<file path="config.mk">
export PLATFORM = sky130hd
export DESIGN_NAME = ref_ladder_dac_control
export DESIGN_NICKNAME = d
export VERILOG_FILES = /design/src/ref_dac_pkg.sv /design/src/level_pin_override.sv /design/src/ref_ladder_dac_control.sv
export SDC_FILE = /design/constraint.sdc
export NUM_CORES = 1
export LEC_CHECK = 0
export ABC_AREA = 1
export BUFFER_PORTS_ARGS = -buffer_cell sky130_fd_sc_hd__buf_2
export CAP_MARGIN = 30
export CORE_MARGIN = 3
export CORE_UTILIZATION = 25
export DETAILED_ROUTE_END_ITERATION = 12
export PLACE_DENSITY = 0.48
export SYNTH_ARGS = -nofsm -noshare
export SYNTH_HDL_FRONTEND = slang
export SYNTH_SLANG_ARGS = --single-unit
</file>
<file path="constraint.sdc">
create_clock -name mclk -period 1.4 [get_ports mclk]
set_input_delay 0.21 -clock mclk [delete_from_list [all_inputs] [get_ports mclk]]
set_output_delay 0.21 -clock mclk [all_outputs]
set_load 0.05 [all_outputs]
</file>
<file path="src/ref_dac_pkg.sv">
// Constants and carrier types for the ladder reference converter control
package ref_dac_pkg;

  localparam int        REG_ADDR_W         = 4;
  localparam logic [3:0] CONTROL_OFFSET    = 4'h0;
  localparam logic [3:0] LEVEL_OFFSET      = 4'h1;

  localparam int        ENABLE_BIT         = 7;
  localparam int        PIN1_OE_BIT        = 5;
  localparam int        PIN2_OE_BIT        = 4;
  localparam int        PSS_LSB            = 2;
  localparam int        NSS_BIT            = 0;
  localparam int        LEVEL_W            = 5;
  localparam int        TAP_COUNT          = 32;
  localparam int        PIN_COUNT          = 2;

  localparam logic [7:0] CONTROL_WRITE_MASK = 8'hbd;
  localparam logic [7:0] LEVEL_WRITE_MASK   = 8'h1f;
  localparam logic [7:0] CONTROL_RESET      = 8'h00;
  localparam logic [7:0] LEVEL_RESET        = 8'h00;

  localparam logic [1:0] PSS_SUPPLY         = 2'h0;
  localparam logic [1:0] PSS_EXT_PIN        = 2'h1;
  localparam logic [1:0] PSS_FIXED_REF      = 2'h2;

  typedef struct packed {
    logic       converter_enable;
    logic       pin1_level_out_enable;
    logic       pin2_level_out_enable;
    logic [1:0] positive_ref_select;
    logic       negative_ref_select;
  } control_t;

  typedef struct packed {
    logic                   ladder_on;
    logic [TAP_COUNT-1:0]   tap_select;
    logic                   pos_supply;
    logic                   pos_ext_pin;
    logic                   pos_fixed_ref;
    logic                   neg_ext_pin;
    logic                   neg_ground;
  } ladder_switch_t;

  typedef struct packed {
    logic drive_out;
    logic drive_oe;
    logic pullup_en;
  } pad_ctrl_t;

endpackage

</file>
<file path="src/level_pin_override.sv">
// One output pin shared between port logic and the converter level
`timescale 1ns/1ps
`default_nettype none

module level_pin_override (
  input  wire logic                  mclk,
  input  wire logic                  resetn,
  input  wire logic                  connect_d,
  input  wire ref_dac_pkg::pad_ctrl_t gpio_req,
  input  wire logic                  pad_in,
  output ref_dac_pkg::pad_ctrl_t     pad_drive,
  output logic                       pin_read,
  output logic                       level_connect
);

  // Connect follows the control register's next value, so the pin hands over on the write edge
  always_ff @(posedge mclk) begin
    if (!resetn) begin
      level_connect <= 1'b0;
    end else begin
      level_connect <= connect_d;
    end
  end

  // Driver, threshold detector and pull-up all lose the pin while the level owns it
  always_ff @(posedge mclk) begin
    if (!resetn) begin
      pad_drive <= '0;
    end else if (connect_d) begin
      pad_drive <= '0;
    end else begin
      pad_drive <= gpio_req;
    end
  end

  always_ff @(posedge mclk) begin
    if (!resetn) begin
      pin_read <= 1'b0;
    end else begin
      pin_read <= connect_d ? 1'b0 : pad_in;
    end
  end
endmodule

`default_nettype wire

</file>
<file path="src/ref_ladder_dac_control.sv">
// Control logic of the 5-bit resistor-ladder reference converter
//
// The placing of the registers and the strobed register port were decided locally.
`timescale 1ns/1ps
`default_nettype none

module ref_ladder_dac_control #(
  parameter int ADDR_W = ref_dac_pkg::REG_ADDR_W
) (
  input  wire logic                                         mclk,
  input  wire logic                                         resetn,
  input  wire logic [ADDR_W-1:0]                            reg_addr,
  input  wire logic [7:0]                                   reg_wdata,
  input  wire logic                                         reg_wr,
  input  wire logic                                         reg_rd,
  output logic      [7:0]                                   reg_rdata,
  input  wire logic                                         sleep_mode,
  input  wire ref_dac_pkg::pad_ctrl_t [ref_dac_pkg::PIN_COUNT-1:0] gpio_req,
  input  wire logic [ref_dac_pkg::PIN_COUNT-1:0]            pad_in,
  output ref_dac_pkg::pad_ctrl_t [ref_dac_pkg::PIN_COUNT-1:0] pad_drive,
  output logic      [ref_dac_pkg::PIN_COUNT-1:0]            pin_read,
  output logic      [ref_dac_pkg::PIN_COUNT-1:0]            level_out_connect,
  output ref_dac_pkg::ladder_switch_t                       ladder_sw
);

  ref_dac_pkg::control_t               control_q;
  ref_dac_pkg::control_t               control_d;
  logic [ref_dac_pkg::LEVEL_W-1:0]     level_code_q;
  logic [ref_dac_pkg::LEVEL_W-1:0]     level_code_d;
  logic                                control_wr;
  logic                                level_wr;
  logic [7:0]                          control_view;
  logic [7:0]                          level_view;
  logic [7:0]                          wdata_ctrl;
  logic [ref_dac_pkg::PIN_COUNT-1:0]   connect_d;
  ref_dac_pkg::ladder_switch_t         ladder_sw_d;

  assign control_wr = reg_wr && (reg_addr == ADDR_W'(ref_dac_pkg::CONTROL_OFFSET));
  assign level_wr   = reg_wr && (reg_addr == ADDR_W'(ref_dac_pkg::LEVEL_OFFSET));
  assign wdata_ctrl = reg_wdata & ref_dac_pkg::CONTROL_WRITE_MASK;

  // Next register state; hardware never touches these, so Sleep and wake leave them alone
  always_comb begin
    control_d = control_q;
    if (control_wr) begin
      control_d.converter_enable      = wdata_ctrl[ref_dac_pkg::ENABLE_BIT];
      control_d.pin1_level_out_enable = wdata_ctrl[ref_dac_pkg::PIN1_OE_BIT];
      control_d.pin2_level_out_enable = wdata_ctrl[ref_dac_pkg::PIN2_OE_BIT];
      control_d.positive_ref_select   = wdata_ctrl[ref_dac_pkg::PSS_LSB +: 2];
      control_d.negative_ref_select   = wdata_ctrl[ref_dac_pkg::NSS_BIT];
    end
  end

  always_comb begin
    level_code_d = level_code_q;
    if (level_wr) begin
      level_code_d = reg_wdata[ref_dac_pkg::LEVEL_W-1:0];
    end
  end

  always_ff @(posedge mclk) begin
    if (!resetn) begin
      control_q <= ref_dac_pkg::control_t'(ref_dac_pkg::CONTROL_RESET[5:0]);
    end else begin
      control_q <= control_d;
    end
  end

  always_ff @(posedge mclk) begin
    if (!resetn) begin
      level_code_q <= ref_dac_pkg::LEVEL_RESET[ref_dac_pkg::LEVEL_W-1:0];
    end else begin
      level_code_q <= level_code_d;
    end
  end

  // Switches decode from the next state so a write lands on its own edge
  always_comb begin
    ladder_sw_d = '0;
    if (control_d.converter_enable) begin
      ladder_sw_d.ladder_on                 = 1'b1;
      ladder_sw_d.tap_select[level_code_d]  = 1'b1;
      // Reserved positive code opens every positive source switch rather than shorting two
      ladder_sw_d.pos_supply    = control_d.positive_ref_select == ref_dac_pkg::PSS_SUPPLY;
      ladder_sw_d.pos_ext_pin   = control_d.positive_ref_select == ref_dac_pkg::PSS_EXT_PIN;
      ladder_sw_d.pos_fixed_ref = control_d.positive_ref_select == ref_dac_pkg::PSS_FIXED_REF;
      ladder_sw_d.neg_ext_pin   = control_d.negative_ref_select;
      ladder_sw_d.neg_ground    = !control_d.negative_ref_select;
    end
  end

  always_ff @(posedge mclk) begin
    if (!resetn) begin
      ladder_sw <= '0;
    end else begin
      ladder_sw <= ladder_sw_d;
    end
  end

  assign connect_d[0] = control_d.pin1_level_out_enable;
  assign connect_d[1] = control_d.pin2_level_out_enable;

  generate
    for (genvar p = 0; p < ref_dac_pkg::PIN_COUNT; p++) begin : g_pin
      level_pin_override u_pin (
        .mclk          (mclk),
        .resetn        (resetn),
        .connect_d     (connect_d[p]),
        .gpio_req      (gpio_req[p]),
        .pad_in        (pad_in[p]),
        .pad_drive     (pad_drive[p]),
        .pin_read      (pin_read[p]),
        .level_connect (level_out_connect[p])
      );
    end
  endgenerate

  // Read views: unimplemented bits are simply never placed
  always_comb begin
    control_view = 8'h00;
    control_view[ref_dac_pkg::ENABLE_BIT]    = control_q.converter_enable;
    control_view[ref_dac_pkg::PIN1_OE_BIT]   = control_q.pin1_level_out_enable;
    control_view[ref_dac_pkg::PIN2_OE_BIT]   = control_q.pin2_level_out_enable;
    control_view[ref_dac_pkg::PSS_LSB +: 2]  = control_q.positive_ref_select;
    control_view[ref_dac_pkg::NSS_BIT]       = control_q.negative_ref_select;
    level_view = {3'h0, level_code_q};
  end

  // Unmapped addresses and idle cycles read as zero
  always_ff @(posedge mclk) begin
    if (!resetn) begin
      reg_rdata <= 8'h00;
    end else if (reg_rd && reg_addr == ADDR_W'(ref_dac_pkg::CONTROL_OFFSET)) begin
      reg_rdata <= control_view;
    end else if (reg_rd && reg_addr == ADDR_W'(ref_dac_pkg::LEVEL_OFFSET)) begin
      reg_rdata <= level_view;
    end else begin
      reg_rdata <= 8'h00;
    end
  end
endmodule

`default_nettype wire

</file>
==> reports/metrics.cfg <==
[setup_path]
path_cells=buf_2
crit_fanout=2
required_ns=1.19
cp_slowest_cell=dfxtp_1
crit_buf_inv=1
worstSetupEndpointType=output pin
worstPathArrival_ns=0.93
max_stage_delay_ns=0.33
r2r-start=control_q[5]
cp-start-kind=register
cp_top_family=flip-flops
path_class=reg -> out
startpoint=control_q[5]

[global_routing]
grt_pass1_vias=1704
grt_overflow_total=0
grt_pass1_wl_um=7910
grt_usage_pct=10.4
grt_max_degree=13
antenna_found_initial=0

[synth]
ys_seq_elements=63
yosysSeqAreaShare_pct=58.5
synth_simple_gate_area_share_pct=28.7
synthAdderAreaFrac_pct=0
syn_avg_cell_area_um2=8.94
synth-compound-area-share_pct=3.25
ys.warnings.count=0
netlist_area_um2=2150
synthXorXnorAreaFrac_pct=0
synth_nets=266
synth_top_family_by_area=simple AND/OR/NAND/NOR gates
synth.area.mux_share_pct=0
netlist_instances=241
synth_cell_type_count=24

[clock_network]
cts_hold_buf=0
clkTransAtPathRegs_ns=0.07
htreeDepth=3
clockBufferDepth=2
clk_latency_ns=0.33
tritoncts=done
cts_buffers=9
cts.sinks=63
cts.root.buffer_cell=clkbuf_8
cts_resized=0
postCtsSetupRepairBufs=0

[route]
drt-total-wl_um=4900
dr.pass1.iters=4
ant_nets=0
viasPerCell=3.97
routed-via-count=1750
post-route-drc-count=0
wl_per_cell_um=11.1
initialDrtViolationCount=40

[power]
ir_worst_vdd_v=0.000381
power_leakage_nw=1.43
power.density_nw_per_um2=1240
finalPower_mw=3.58

[finish]
fin_area_um2=2890
drive_gt1_share_pct=38.4
antenna_cells=0
area_delta_synth_final_pct=34.1
nets=358

[timing]
period_share_pct=81.2
fmax_ghz=0.880
rsz0062_at_grt=false
tns_ns=0
fin_crit_ns=1.14
fin_skew_ns=0.00654
hold_viol=0
slew_violations=0
setup_viol=0

[die]
row_count=33
die_w_um=98.8
die-area_um2=9770
fp.dieH_um=98.8
start_util_pct=26.0
core_area_um2=8300
pin_count=81

[job]
maxCapViolCount=0

[placement]
place_congestion=0.742
dpl-instance-area_um2=2700
portBuffers=77
dp_hpwl_um=3840

[hold_path]
hold_start=gpio_req[2]
min_path_type=in -> reg

[outcome]
outcome=finished, final reports clean

-- registers in the layout (all words and copies together), names as in the netlist --
register	flops
g_pin.u_pin.level_connect	1
g_pin.u_pin.pin_read	2
reg_rdata	7
control_q	5
level_code_q	5
g_pin.u_pin.pad_drive	6
ladder_sw	37
-- report_power, final --
part / internal [mW] / total (mW) / switching [mW]
clock: 0.851 / 1.48 / 0.631
combinational: 0.0881 / 0.274 / 0.186
sequential: 1.82 / 1.82 / 0.00676
-- metrics by stage --
stage | instances | utilization, % | worst slack (ns) | hold WS [ns]
after CTS | 441 | 34.8 | 0.231 | 0.0739
final | 441 | 34.8 | 0.263 | 0.0965
after floorplan | 241 | - | 0.232 | 0.322
after detailed placement | 427 | 32.6 | -0.0237 | 0.432
after global placement | 427 | 32.6 | -0.0145 | 0.425
after global routing | 441 | 34.8 | 0.188 | 0.0803
-- kinds of logic after synthesis --
kind of cell	Yosys count
AO/OA/AOI/OAI	11
buffers and inverters	40
flip-flops	63
other	1
AND/OR/NAND/NOR	126
-- final cells by class --
type / count / area, µm²
repair buffers: 92 / 510
multi-input cells: 138 / 692
clock inverters: 3 / 45.0
inverters: 29 / 109
flip-flops and latches: 63 / 1260
well taps: 105 / 131
fillers: 867 / 5410
clock buffers: 11 / 141
-- synthesized netlist by cell type --
cell type   n  area (µm²)
nor2_1     58         218
o21ai_0     7        35.0
inv_1      28         105
o21ai_1     2        10.0
buf_4       7        52.6
and2_1      1        6.26
nand3_4     1        17.5
dfxtp_1    63        1260
o21ai_2     1        8.76
nand3_1     9        45.0
nor2_4      2        22.5
nand4_1    10        62.6
nor2_8      1        20.0
buf_6       2        22.5
clkinv_1    1        3.75
conb_1      1        3.75
clkbuf_1    1        3.75
nand3_2     4        40.0
o21ai_4     1        16.3
clkbuf_8    1        13.8
nor2_2      4        25.0
nand2_2     9        56.3
and3_2      1        7.51
nand2_1    26        97.6
-- cell usage in the layout, fill, tap and decap left out --
| master | Yosys | final |
|---|---|---|
| buf_2 | 0 | 77 |
| dfxtp_1 | 63 | 63 |
| nor2_1 | 58 | 58 |
| inv_1 | 28 | 28 |
| nand2_1 | 26 | 26 |
| buf_4 | 7 | 14 |
| nand4_1 | 10 | 10 |
| clkbuf_8 | 1 | 10 |
| nand3_1 | 9 | 9 |
| nand2_2 | 9 | 9 |
| o21ai_0 | 7 | 7 |
| nor2_2 | 4 | 4 |
| nand3_2 | 4 | 4 |
| nor2_4 | 2 | 2 |
| o21ai_1 | 2 | 2 |
| clkinvlp_4 | 0 | 2 |
| nand3_4 | 1 | 1 |
| o21ai_2 | 1 | 1 |
| nor2_8 | 1 | 1 |
| clkinv_1 | 1 | 1 |
| o21ai_4 | 1 | 1 |
| and3_2 | 1 | 1 |
| and2_1 | 1 | 1 |
| conb_1 | 1 | 1 |
| bufinv_16 | 0 | 1 |
| clkbuf_1 | 1 | 1 |
| buf_12 | 0 | 1 |
-- final timing paths --
kind | slack, ns | cells after the start | end
worst max-delay path | 0.26 | 1 | ladder_sw[37]
worst min-delay path | 0.1 | 3 | g_pin[0].u_pin.pad_drive[2]
worst max register to register | 0.36 | 7 | ladder_sw[2]
worst min register to register | 0.46 | 2 | reg_rdata[5]
-- metal layers --
layer / track usage, % / vias up / part of all wire [%]
met4: 4.41 / 0 / 1.6
met1: 12.3 / 783 / 45
met5: 0 / - / 0
li1: - / 918 / -
met2: 17.2 / 43 / 47
met3: 3.61 / 6 / 6.2
(Power assumes the default switching activity.)
